<file path="src/include/fist_pkg.sv">
// Constants and types for the float-to-integer store unit.
// Assumes an 80-bit extended operand: sign, 15-bit exponent, 64-bit significand.
package fist_pkg;

  localparam int          SIG_W       = 64;
  localparam int          EXP_W       = 15;
  localparam logic [14:0] EXP_BIAS    = 15'h3fff;
  localparam logic [14:0] EXP_SPECIAL = 15'h7fff;
  localparam int          MAX_INT_EXP = 63;
  localparam int          LATENCY     = 1;

  // Rounding control in its usual two-bit encoding.
  typedef enum logic [1:0] {
    RND_NEAREST = 2'h0,
    RND_DOWN    = 2'h1,
    RND_UP      = 2'h2,
    RND_CHOP    = 2'h3
  } round_mode_type;

  // Destination integer width.
  typedef enum logic [1:0] {
    DST_16 = 2'h0,
    DST_32 = 2'h1,
    DST_64 = 2'h2
  } dest_width_type;

  // Largest positive magnitude for a width; negatives may reach one more.
  function automatic logic [64:0] pos_limit(input dest_width_type w);
    case (w)
      DST_16:  pos_limit = 65'h0_0000_0000_0000_7fff;
      DST_32:  pos_limit = 65'h0_0000_0000_7fff_ffff;
      default: pos_limit = 65'h0_7fff_ffff_ffff_ffff;
    endcase
  endfunction : pos_limit

  // Integer indefinite: only the sign position of the width is set.
  function automatic logic [63:0] indefinite(input dest_width_type w);
    case (w)
      DST_16:  indefinite = 64'h0000_0000_0000_8000;
      DST_32:  indefinite = 64'h0000_0000_8000_0000;
      default: indefinite = 64'h8000_0000_0000_0000;
    endcase
  endfunction : indefinite

  // Lane mask of the stored bits for a width.
  function automatic logic [63:0] width_mask(input dest_width_type w);
    case (w)
      DST_16:  width_mask = 64'h0000_0000_0000_ffff;
      DST_32:  width_mask = 64'h0000_0000_ffff_ffff;
      default: width_mask = 64'hffff_ffff_ffff_ffff;
    endcase
  endfunction : width_mask

endpackage : fist_pkg

</file>
<file path="src/include/round_if.sv">
// Carrier between the store unit and its align-and-round stage.
// Assumes both ends sit in the same clock domain; all signals are combinational.
`timescale 1ns/100ps
`default_nettype none
interface round_if;
  import fist_pkg::*;
  logic           sign;
  logic [14:0]    exponent;
  logic [63:0]    significand;
  round_mode_type mode;
  logic [64:0]    magnitude;
  logic           inexact;
  logic           rounded_up;
  logic           huge;

  modport rounder (input sign, exponent, significand, mode,
                   output magnitude, inexact, rounded_up, huge);
  modport user    (output sign, exponent, significand, mode,
                   input magnitude, inexact, rounded_up, huge);
endinterface : round_if
`default_nettype wire

</file>
<file path="src/design/float_to_int_store.sv">
// Float-to-integer store unit: rounds, range-checks and answers overflow.
// Assumes the FP stack presents one operand per request and the store path takes
// the result in the cycle it is offered; status pulses are merged by the FPU.
//
// What this block does
// - Convert to signed 16, 32 or 64 bit integers with range checks each.
// - Support nearest, chop, down and up; overflow limits follow the mode.
// - Masked overflow stores integer indefinite, sign position set, rest clear.
// - Unmasked overflow suppresses the store and keeps the source on the stack.
// - Any overflow sets the invalid operation flag, whatever the mask.
// - Unmasked overflow raises a trap to the numeric exception handler.
// - 16-bit limits are the nearest and up intervals; outside means overflow.
// - 32-bit limits are the nearest and up intervals; outside means overflow.
// - Huge positive operands with all upper bits set overflow, never give zero.
// - Update the round-up condition bit and precision flag from actual rounding.
`timescale 1ns/100ps
`default_nettype none
module float_to_int_store
  import fist_pkg::*;
(
  input  wire logic           ref_clk,
  input  wire logic           rst_n,
  input  wire logic           req_valid,
  input  wire logic           op_sign,
  input  wire logic [14:0]    op_exponent,
  input  wire logic [63:0]    op_significand,
  input  wire round_mode_type round_mode,
  input  wire dest_width_type dest_width,
  input  wire logic           invalid_mask,
  output logic                done,
  output logic                store_valid,
  output logic [63:0]         store_data,
  output dest_width_type      store_width,
  output logic                keep_operand,
  output logic                invalid_operation_flag,
  output logic                precision_flag,
  output logic                roundup_wr,
  output logic                roundup_condition_bit,
  output logic                trap
);

  // Whole registered state of the unit.
  typedef struct packed {
    logic           done;
    logic           store_valid;
    logic [63:0]    store_data;
    dest_width_type store_width;
    logic           keep_operand;
    logic           inval_set;
    logic           inexact_set;
    logic           rup_wr;
    logic           rup_val;
    logic           trap;
  } unit_state_type;

  localparam unit_state_type STATE_RESET = '{
    done:         1'b0,
    store_valid:  1'b0,
    store_data:   64'h0,
    store_width:  DST_16,
    keep_operand: 1'b0,
    inval_set:    1'b0,
    inexact_set:  1'b0,
    rup_wr:       1'b0,
    rup_val:      1'b0,
    trap:         1'b0
  };

  unit_state_type state_reg;
  unit_state_type state_next;
  round_if        rnd ();
  logic [64:0]    limit;
  logic           overflow;
  logic [63:0]    twos;
  logic           trap_cause;

  // Operand fields go straight to the rounder; it is purely combinational.
  assign rnd.sign        = op_sign;
  assign rnd.exponent    = op_exponent;
  assign rnd.significand = op_significand;
  assign rnd.mode        = round_mode;

  round_align u_round (
    .rif (rnd.rounder)
  );

  // Checking the rounded magnitude makes the limits follow the mode for free:
  // a negative result may reach one more than a positive one.
  always_comb begin
    limit    = pos_limit(dest_width);
    overflow = rnd.huge
             || (!op_sign && rnd.magnitude > limit)
             || (op_sign && rnd.magnitude > (limit + 65'h1));
    twos     = op_sign ? (64'h0 - rnd.magnitude[63:0]) : rnd.magnitude[63:0];
  end

  // Next state: one answer per request, offered one cycle after it is taken.
  always_comb begin
    state_next = STATE_RESET;
    if (req_valid) begin
      state_next.done        = 1'b1;
      state_next.store_width = dest_width;
      if (overflow) begin
        state_next.inval_set = 1'b1;
        if (invalid_mask) begin
          state_next.store_valid = 1'b1;
          state_next.store_data  = indefinite(dest_width);
        end else begin
          state_next.keep_operand = 1'b1;
          state_next.trap         = 1'b1;
        end
        // Round-up bit is cleared on invalid, since no rounding result exists.
        state_next.rup_wr = 1'b1;
      end else begin
        state_next.store_valid = 1'b1;
        state_next.store_data  = twos & width_mask(dest_width);
        state_next.inexact_set = rnd.inexact;
        state_next.rup_wr      = 1'b1;
        state_next.rup_val     = rnd.rounded_up;
      end
    end
  end

  // State register.
  always_ff @(posedge ref_clk or negedge rst_n) begin
    if (!rst_n) begin
      state_reg <= STATE_RESET;
    end else begin
      state_reg <= state_next;
    end
  end

  // Every output comes from the state register.
  assign done                   = state_reg.done;
  assign store_valid            = state_reg.store_valid;
  assign store_data             = state_reg.store_data;
  assign store_width            = state_reg.store_width;
  assign keep_operand           = state_reg.keep_operand;
  assign invalid_operation_flag = state_reg.inval_set;
  assign precision_flag         = state_reg.inexact_set;
  assign roundup_wr             = state_reg.rup_wr;
  assign roundup_condition_bit  = state_reg.rup_val;
  assign trap                   = state_reg.trap;

  // A request that must trap; named so the checks can look one cycle back at it.
  assign trap_cause = req_valid && overflow && !invalid_mask;

  // Checks tie each answer to the request that caused it one cycle earlier.
  property p_indef_masked;
    @(posedge ref_clk) disable iff (!rst_n)
      (req_valid && overflow && invalid_mask)
      |=> (store_valid && store_data == indefinite($past(dest_width)));
  endproperty
  a_indef_masked: assert property (p_indef_masked)
    else $error("Masked overflow did not store the indefinite value.");

  property p_suppress;
    @(posedge ref_clk) disable iff (!rst_n)
      (req_valid && overflow && !invalid_mask) |=> (!store_valid && keep_operand);
  endproperty
  a_suppress: assert property (p_suppress)
    else $error("Unmasked overflow did not suppress the store.");

  property p_ie_on_overflow;
    @(posedge ref_clk) disable iff (!rst_n)
      req_valid |=> (invalid_operation_flag == $past(overflow));
  endproperty
  a_ie_on_overflow: assert property (p_ie_on_overflow)
    else $error("Invalid flag does not match overflow.");

  property p_trap;
    @(posedge ref_clk) disable iff (!rst_n)
      trap |-> ($past(req_valid) && $past(overflow) && !$past(invalid_mask));
  endproperty
  a_trap: assert property (p_trap)
    else $error("Trap without an unmasked overflow.");

  property p_trap_raised;
    @(posedge ref_clk) disable iff (!rst_n)
      trap_cause |=> trap ##1 (trap == $past(trap_cause));
  endproperty
  a_trap_raised: assert property (p_trap_raised)
    else $error("Unmasked overflow did not pulse the trap.");

  property p_range16;
    @(posedge ref_clk) disable iff (!rst_n)
      (req_valid && dest_width == DST_16 && !overflow)
      |=> (store_data[63:16] == 48'h0
           && store_data[15] == ($past(op_sign) && store_data[15:0] != 16'h0));
  endproperty
  a_range16: assert property (p_range16)
    else $error("16-bit store spilled above its width.");

  property p_huge_nonzero;
    @(posedge ref_clk) disable iff (!rst_n)
      (req_valid && !op_sign && rnd.magnitude > pos_limit(dest_width))
      |=> (invalid_operation_flag && (!store_valid || store_data != 64'h0));
  endproperty
  a_huge_nonzero: assert property (p_huge_nonzero)
    else $error("Overflowing positive operand stored zero.");

  property p_status;
    @(posedge ref_clk) disable iff (!rst_n)
      (req_valid && !overflow)
      |=> (precision_flag == $past(rnd.inexact) && roundup_wr
           && roundup_condition_bit == $past(rnd.rounded_up));
  endproperty
  a_status: assert property (p_status)
    else $error("Precision or round-up status is wrong.");

  property p_one_answer;
    @(posedge ref_clk) disable iff (!rst_n)
      done |-> $past(req_valid);
  endproperty
  a_one_answer: assert property (p_one_answer)
    else $error("Answer without a request.");

  // Main scenarios.
  c_masked:  cover property (@(posedge ref_clk) disable iff (!rst_n)
                             store_valid && invalid_operation_flag);
  c_trap:    cover property (@(posedge ref_clk) disable iff (!rst_n) trap);
  c_roundup: cover property (@(posedge ref_clk) disable iff (!rst_n)
                             roundup_condition_bit && precision_flag);
  c_wide:    cover property (@(posedge ref_clk) disable iff (!rst_n)
                             store_valid && store_width == DST_64);

endmodule : float_to_int_store
`default_nettype wire

</file>
<file path="src/design/round_align.sv">
// Align-and-round stage: turns an extended operand into a rounded integer magnitude.
// Assumes the caller applies the range check; this stage keeps the carry in bit 64.
`timescale 1ns/100ps
`default_nettype none
module round_align
  import fist_pkg::*;
(
  round_if.rounder rif
);

  logic signed [16:0] unb_exp;
  logic signed [16:0] shift_wide;
  logic        [6:0]  shamt;
  logic        [127:0] aligned;
  logic        [63:0] int_part;
  logic               round_bit;
  logic               sticky;
  logic               inc;

  // Shift the significand so the binary point sits at bit 64 of a 128-bit word.
  // Keeping the whole fraction avoids losing sticky bits on tiny exponents.
  always_comb begin
    unb_exp    = $signed({2'h0, rif.exponent}) - $signed({2'h0, EXP_BIAS});
    shift_wide = 17'sd63 - unb_exp;
    shamt      = shift_wide[6:0];
    aligned    = 128'h0;
    int_part   = 64'h0;
    round_bit  = 1'b0;
    sticky     = 1'b0;
    rif.huge   = (rif.exponent == EXP_SPECIAL) || (unb_exp > 17'sd63);
    if (!rif.huge && unb_exp >= -17'sd1) begin
      aligned   = {rif.significand, 64'h0} >> shamt;
      int_part  = aligned[127:64];
      round_bit = aligned[63];
      sticky    = |aligned[62:0];
    end else if (!rif.huge) begin
      sticky = |rif.significand;
    end
  end

  // Increment decision per mode; directed modes look at the sign.
  always_comb begin
    case (rif.mode)
      RND_NEAREST: inc = round_bit & (sticky | int_part[0]);
      RND_DOWN:    inc = rif.sign & (round_bit | sticky);
      RND_UP:      inc = ~rif.sign & (round_bit | sticky);
      default:     inc = 1'b0;
    endcase
  end

  // The 65-bit sum keeps the carry so an all-ones integer part never wraps to zero.
  assign rif.magnitude  = {1'b0, int_part} + {64'h0, inc};
  assign rif.inexact    = round_bit | sticky;
  assign rif.rounded_up = inc;

endmodule : round_align
`default_nettype wire

</file>
<file path="config.mk">
export PLATFORM = sky130hd
export DESIGN_NAME = float_to_int_store
export DESIGN_NICKNAME = d
export VERILOG_FILES = /design/src/include/fist_pkg.sv /design/src/include/round_if.sv /design/src/design/float_to_int_store.sv /design/src/design/round_align.sv
export SDC_FILE = /design/constraint.sdc
export NUM_CORES = 1
export LEC_CHECK = 0
export ABC_AREA = 0
export BUFFER_PORTS_ARGS = -buffer_cell sky130_fd_sc_hd__buf_2
export CORE_MARGIN = 4
export CORE_UTILIZATION = 37
export CTS_BUF_LIST = sky130_fd_sc_hd__clkbuf_8
export CTS_CLUSTER_DIAMETER = 30
export DETAILED_ROUTE_END_ITERATION = 10
export GPL_ROUTABILITY_DRIVEN = 1
export GPL_TIMING_DRIVEN = 0
export SLEW_MARGIN = 20
export SYNTH_ARGS = -nofsm -noshare
export SYNTH_HDL_FRONTEND = slang
export SYNTH_SLANG_ARGS = --single-unit
</file>
<file path="constraint.sdc">
create_clock -name ref_clk -period 0.8 [get_ports ref_clk]
set_input_delay 0.12 -clock ref_clk [delete_from_list [all_inputs] [get_ports ref_clk]]
set_output_delay 0.12 -clock ref_clk [all_outputs]
set_load 0.005 [all_outputs]
</file>
==> Word-level counts from Yosys, hierarchy flattened <==
Index checks and enable logic that the tools add are counted.
{ "totals": {"out_inout_bits": 74, "reg_bits": 74, "input_bits": 88, "wordCells": 62} }
{ "op_classes": {"n_shift": 1, "bitwise_logic": 7, "reduce_logical": 12, "n_lt_le_gt_ge": 4, "addsub": 5, "n_mux": 19, "n_eq_ne": 4} }
{ "ops": {"columns": ["cell", "n"], "rows": [
  ["$mux W64", 4],
  ["$pmux W64 S2", 2],
  ["$gt A65 B65 Y1", 2],
  ["$mux W65", 2],
  ["$shr A128 B7 Y128", 1],
  ["$pmux W63 S2", 1],
  ["$mux W74", 1],
  ["$add A64 B1 Y65", 1],
  ["$add A65 B1 Y65 const B", 1],
  ["$and A64 B64 Y64", 1],
  ["$reduce_or A64 Y1", 1],
  ["$sub A1 B64 Y64 const A", 1],
  ["$reduce_or A63 Y1", 1],
  ["$ge A16 B1 Y1 const B", 1],
  ["$gt A16 B7 Y1 const B", 1],
  ["$sub A15 B14 Y16 const B", 1],
  ["$eq A15 B15 Y1 const B", 1],
  ["$mux W1", 7],
  ["$sub A7 B7 Y7 const A", 1],
  ["$eq A2 B1 Y1 const B", 2],
  ["$logic_not A2 Y1", 2],
  ["$and A1 B1 Y1", 3],
  ["$logic_and A1 B1 Y1", 3],
  ["$logic_or A1 B1 Y1", 3],
  ["other kinds (6)", 8]
]} }

==> Depth between registers and ports, before layout <==
Gate-level depths: netlist of the first run.
{ "depth": {"ltp_word": 19, "mapped_depth": 51, "ltp_nobuf": 40} }

==> Hierarchy <==
A second synthesis of the first run with hierarchy kept.
{ "hier_totals": {"cells_unflattened": 1802, "area_unflattened_um2": 14884.3} }
{ "by_module_without_submodules": {"columns": ["module", "instances", "cells_each", "seq_area_each_um2", "area_each_um2"], "rows": [
  ["round_align", 1, 1305, 0.0, 10251.1],
  ["float_to_int_store", 1, 497, 1801.7, 4633.2]
]} }

==> Worst setup path before layout of the first run <==
OpenSTA, ideal clock, no wires.
{ "synth_timing": {"path_kind": "input port to flip-flop", "from": "input op_exponent[0]", "to": "register state_reg (netlist bit roundup_condition_bit)", "required_ns": 0.680, "path_slack_ns": -8.544, "setup_time_ns": 0.120, "stages": 46, "t_arrival_ns": 9.224, "cell_sequence": "buf_6 inv_1 buf_2 buf_2 clkbuf_1 ha_1 buf_6 buf_6 buf_6 mux2i_1 mux4_2 o22a_1 and2_1 buf_2 o221a_2 clkbuf_1 nand3_1 nor4_1 [... 10 more ...] buf_2 nor4_1 nand2_1 or2_2 clkbuf_1 nor3_1 nand3_1 xor2_1 ha_1 nand2_1 a2111oi_0 nor3_1 a2111o_1 a211oi_1 nor4_1 a21oi_1 nor2_1 and3_1"} }
{ "synth_rtl": {"columns": ["element", "line_no", "text"], "rows": [
  ["start: declaration", "float_to_int_store.sv:25", "input wire logic [14:0] op_exponent,"],
  ["end signal: assignment", "float_to_int_store.sv:129", "state_reg <= state_next;"],
  ["end: declaration", "float_to_int_store.sv:69", "unit_state_type state_reg;"]
]} }

==> flow_metrics.env, run 1 <==
export IMPL_maxSlewHeadroom_pct=22.62
export IMPL_cts_buffer_depth=2
export IMPL_fp_dieH_um=217.4
export IMPL_slew_viol_final=0
export IMPL_setup_violations=143
export IMPL_layout_setup_ws_ps=-8198
export IMPL_worstPathMaxFanout=8
export IMPL_nFillCells=4306
export IMPL_ys_warn_count=0
export IMPL_fp_dieW_um=217.4
export IMPL_status="finished, violations left"
export IMPL_grt_pass1_vias=20610
export IMPL_htreeDepth=3
export IMPL_vias=21340
export IMPL_critPathLaunchType="primary input"
export IMPL_crit_type="primary input to flip-flop"
export IMPL_grt_use_total_pct=41.16
export IMPL_fin_crit_sh_pct=1125
export IMPL_routed_wl_um=101300
export IMPL_syn_area_mm2=0.01622
export IMPL_seq_area_frac_synth_pct=11.11
export IMPL_synth_edf_count=0
export IMPL_synth_cell_types=103
export IMPL_worst_slew_pin_slew_ps=1161
export IMPL_ioPinCount=162
export IMPL_drive_gt1_share_pct=37.28
export IMPL_dp_slack_ps=-11070
export IMPL_whs_ps=34.28
export IMPL_floorplan_die_area_mm2=0.04726
export IMPL_grt_setup_unrepaired="yes"
export IMPL_slowest_delay_ps=650
export IMPL_multiInputGateArea_mm2=0.01558
export IMPL_critPathCaptureType="flip-flop"
export IMPL_yosysTopAreaCell="dfrtp_1"
export IMPL_violations="setup timing"
export IMPL_antenna_found_initial=3
export IMPL_cts_sinks=72
export IMPL_drt_pass1_iter_count=7
export IMPL_core_area_mm2=0.04317
export IMPL_min_period_ps=8998
export IMPL_async_flop_share_pct=100.0
export IMPL_drt_iter0_markers=2433
export IMPL_synthToLayoutAreaGrowth_pct=36.09
export IMPL_drt_met1_wl_um=36340
export IMPL_synthFlopType="dfrtp_1"
export IMPL_seq_area_mm2=0.001802
export IMPL_grt_overflow_total=0
export IMPL_grt_max_degree=63
export IMPL_stdcell_count=3117
export IMPL_cpMostUsedCell="buf_12"
export IMPL_synth_avg_cell_area_um2=7.542
export IMPL_cts_root_buf="clkbuf_8"
export IMPL_arrival_ps=9330
export IMPL_place_congestion=1.049
export IMPL_fin_area_mm2=0.02208
export IMPL_synth_top_cell_area_share_pct=11.11
export IMPL_vias_per_cell=6.848
export IMPL_fmaxAchievable_mhz=111.1
export IMPL_clkTransAtPathRegs_ps=100
export IMPL_antenna_left=0
export IMPL_cap_violations=0
export IMPL_wl_per_cell_um=32.50
export IMPL_crit_family="compound AO/OA/AOI/OAI gates"
export IMPL_synth_seq_cells=72
export IMPL_p_leak_nw=8.609
export IMPL_grt_pass1_wl_um=144000
export IMPL_placed_cell_area_mm2=0.01817
export IMPL_top_layer="met4"
export IMPL_hold_class="primary input to flip-flop"
export IMPL_initial_core_util_pct=37.58
export IMPL_wl_met2_um=45530
export IMPL_post_route_drc_count=0
export IMPL_worst_path_buf_inv=15
export IMPL_hold_viol=0
export IMPL_dp_hpwl_um=80000
export IMPL_cts_buffers_inserted=9
export IMPL_synth_fp_nets=2284
export IMPL_cp_slowest_cell="nor4_2"
export IMPL_num_rows=76
export IMPL_tritoncts="yes"
export IMPL_dr_wl_met3_um=8870
export IMPL_numPortBuffers=158
export IMPL_power_density_mw_per_mm2=1106
export IMPL_dp_cells=2905
export IMPL_crit_required_ps=1130
export IMPL_final_nets=2655
export IMPL_synth_area_leaders="dfrtp_1 11%, mux4_2 6.4%, nor2_1 5.2%"
export IMPL_vdd_drop_max_mv=0.7578
export IMPL_netlist_instances=2151
## cells in the final DEF, fill, tap and decap left out, types with 31 or more instances in the layout
cell      count
buf_4       200
buf_2       190
nand2_1     187
nor2_1      173
nor3_1      103
nor4_1       81
nand3_1      80
xnor2_1      74
dfrtp_1      72
xor2_1       70
o21ai_0      70
a21oi_1      68
nand4_1      61
mux2i_1      54
mux2_2       53
mux4_2       46
nor2_2       39
ha_1         38
clkbuf_1     31
## cell usage after synthesis (21+ instances only)
cell type	count
nor4_1	101
a211oi_1	23
nor2_1	226
clkbuf_1	54
nand4_1	61
a21oi_1	75
mux2i_1	78
o31ai_1	30
and3_1	29
nor3_2	21
dfrtp_1	72
or3_1	29
o211ai_1	25
or4_1	21
ha_1	45
buf_2	43
mux2_2	68
o21ai_0	84
nand2_1	195
xor2_1	74
nor3_1	122
mux4_2	46
nand3_1	89
xnor2_1	88
nand2b_1	23
## metrics by stage
stage / power (W) / utilization [%] / TNS, ps
after detailed placement: 0.01680 / 42.10 / -758040
after CTS: 0.02274 / 48.56 / -565180
after global routing: 0.02504 / 51.12 / -592250
after floorplan: 0.01155 / - / -508720
after global placement: 0.01670 / 41.74 / -824170
final: 0.02442 / 51.14 / -572650
## registers in the layout, summed over array words and instances, names as in the netlist
register	flops
invalid_operation_flag	1
precision_flag	1
roundup_condition_bit	1
keep_operand	1
store_data	64
store_width	2
store_valid	1
done	1
## layer usage
layer	GRT usage [%]	up-vias
li1	-	9086
met1	46.80	10370
met2	66.57	1429
met3	8.475	456
met4	33.90	0
met5	0	-
## what timing repair did
action	CTS	global route
hold buffers	4	0
pin swaps	125	58
resized for setup	316	127
hold endpoints to repair	76	0
setup buffers	126	59
endpoints found under the setup margin	144	143
cloned	6	1
## final timing paths
check	start	end	slack, ps	cells past startpoint
max	op_exponent[0]	store_data[26]	-8200	44
min	req_valid	store_valid	30	2
max in group asynchronous	rst_n	store_data[3]	170	3
min in group asynchronous	rst_n	store_data[57]	90	2
## report_power, final
group / total (W) / internal (W) / switching, W
Sequential: 0.00369 / 0.00368 / 0.00000967
Combinational: 0.0176 / 0.00651 / 0.0111
Clock: 0.00314 / 0.00147 / 0.00167
Total: 0.0244 / 0.0117 / 0.0128
## layout make-up
class	count	area share [%]
multi-input cells	1911	70.59
well taps	585	3.315
clock inverters	7	0.3570
repair buffers	365	11.57
inverters	23	0.4137
plain buffers	140	4.982
clock buffers	9	0.5611
diodes	5	0.05667
flip-flops and latches	72	8.161
## cell families after synthesis
kind of cell / Yosys count / synth area share [%]
xor gates and xnor gates: 165 / 9.047
adders and majority gates: 48 / 3.656
AOI/OAI and AO/OA: 466 / 20.79
buffers and inverters: 168 / 5.445
DFF: 72 / 11.11
and+or+nand+nor: 1040 / 34.04
muxes: 192 / 15.92
No activity file was read; power rests on OpenSTA's default activity.
==> run 2, diff against run 1 <==
- REMOVE_ABC_BUFFERS: default -> 1
==> run 2 against run 1 <==
  * The run still ends with setup timing left
  * Hold slack gained 13 ps
  * Non-clock buffer count shrank 106
  * Total power shrank 8.8%
  * Count of clock-buffer cells in the layout grew 3
  * Utilization shrank 1.4 points
  * Routed wire length shrank 23%
  * Final area shrank 2.7%
  * Critical endpoint is now store_data[31]
  * Highest routed layer is now met5
==> flow_metrics.env, run 2 (synthesized netlist as in run 1, its figures left out) <==
export IMPL_status="finished, violations left"
export IMPL_violations="setup timing"
export IMPL_numPortBuffers=161
export IMPL_wl_per_cell_um=25.94
export IMPL_cts_root_buf="clkbuf_8"
export IMPL_critPathLaunchType="primary input"
export IMPL_vdd_drop_max_mv=0.5826
export IMPL_fin_setup_tns_ps=-541000
export IMPL_grt_max_degree=69
export IMPL_cap_violations=0
export IMPL_critPathCaptureType="flip-flop"
export IMPL_seq_area_mm2=0.001802
export IMPL_hold_class="primary input to flip-flop"
export IMPL_dp_hpwl_um=56090
export IMPL_post_route_util_pct=49.75
export IMPL_final_nets=2557
export IMPL_nFillCells=4243
export IMPL_antenna_left=0
export IMPL_mostFrequentLayoutCell="buf_4"
export IMPL_critical_path_depth=44
export IMPL_vias_per_cell=6.662
export IMPL_largest_reg_flops=64
export IMPL_hold_viol=0
export IMPL_clkTransAtPathRegs_ps=70
export IMPL_final_cell_mix="191 x buf_4, 189 x nand2_1, 169 x nor2_1"
export IMPL_worst_path_buf_inv=7
export IMPL_drt_iter0_markers=2366
export IMPL_min_period_ps=8510
export IMPL_routed_wl_um=78170
export IMPL_tritoncts="yes"
export IMPL_grt_overflow_total=0
export IMPL_holdPathStages=2
export IMPL_setup_violations=143
export IMPL_grt_pass1_vias=19200
export IMPL_post_route_drc_count=0
export IMPL_slowest_delay_ps=580
export IMPL_p_leak_nw=8.339
export IMPL_grt_use_total_pct=31.45
export IMPL_core_area_mm2=0.04317
export IMPL_synthToLayoutAreaGrowth_pct=32.38
export IMPL_stdcell_count=3014
export IMPL_floorplan_die_area_mm2=0.04726
export IMPL_grt_setup_unrepaired="yes"
export IMPL_grt_pass1_wl_um=117400
export IMPL_worstPathMaxFanout=8
export IMPL_fin_crit_sh_pct=1064
export IMPL_layout_setup_ws_ps=-7710
export IMPL_antenna_found_initial=1
export IMPL_drt_pass1_iter_count=8
export IMPL_crit_required_ps=1070
export IMPL_fin_area_mm2=0.02148
export IMPL_placed_cell_area_mm2=0.01757
export IMPL_cts_buffer_depth=2
export IMPL_fmaxAchievable_mhz=117.5
export IMPL_slew_viol_final=0
export IMPL_drive_gt1_share_pct=35.36
export IMPL_cp_slowest_cell="or4_4"
export IMPL_vias=20080
export IMPL_crit_type="primary input to flip-flop"
export IMPL_power_density_mw_per_mm2=1037
export IMPL_cts_buffers_inserted=9
export IMPL_total_power_w=0.02228
export IMPL_dp_cells=2782
export IMPL_fp_dieH_um=217.4
export IMPL_fp_dieW_um=217.4
export IMPL_worst_slew_pin_slew_ps=1256
export IMPL_htreeDepth=3
export IMPL_ioPinCount=162
export IMPL_crit_family="compound AO/OA/AOI/OAI gates"
export IMPL_cts_sinks=72
export IMPL_place_congestion=0.9660
export IMPL_num_rows=76
export IMPL_arrival_ps=8780
export IMPL_maxSlewHeadroom_pct=16.29
export IMPL_initial_core_util_pct=37.58
export IMPL_num_antenna_cells=0
export IMPL_multiInputGateArea_mm2=0.01546
run 2: per-layer routing:
layer  routed length [um]  share of wire (%)  track usage (%)  up-vias
met2                35610                 46            51.18     1210
met5                   12              0.015                0        -
li1                     -                  -                -     8900
met4                 4730                6.1            15.41        2
met3                 6263                8.0            5.348      284
met1                31560                 40            40.46     9682
run 2: area by class of cell:
class	count	share of cell area, %
sequential	72	8.390
tap	585	3.408
clock inverter	4	0.1282
multi-input combinational	1917	72.00
inverter	23	0.4836
clock buffer	12	0.7690
timing repair buffer	399	14.74
timing repair inverter	2	0.08157
run 2: worst paths after layout:
check | from | end | slack, ps
min in group asynchronous | rst_n | store_data[56] | 140
hold / removal | invalid_mask | store_valid | 50
setup / recovery | op_exponent[0] | store_data[31] | -7710
max in group asynchronous | rst_n | store_data[1] | 120
run 2: power by group:
group          total [W]  switching (W)  internal, W
Clock            0.00279        0.00142      0.00137
Combinational     0.0158        0.00959      0.00621
Sequential       0.00369     0.00000887      0.00368
Total             0.0223         0.0110       0.0113
run 2: timing repair:
action	in CTS	in global routing
hold buffers	3	0
setup buffers	159	39
cloned	14	3
setup endpoints to repair	143	143
pin swaps	129	62
hold endpoints to repair	74	0
resized for setup	274	88
run 2: through the flow:
stage / hold slack [ps] / setup slack (ps)
3_3_place_gp: 352.7 / -18230
3_5_place_dp: -16.06 / -12840
2_1_floorplan: -175.6 / -11010
4_1_cts: 20.39 / -7446
5_1_grt: 37.78 / -7892
6_report: 46.92 / -7710
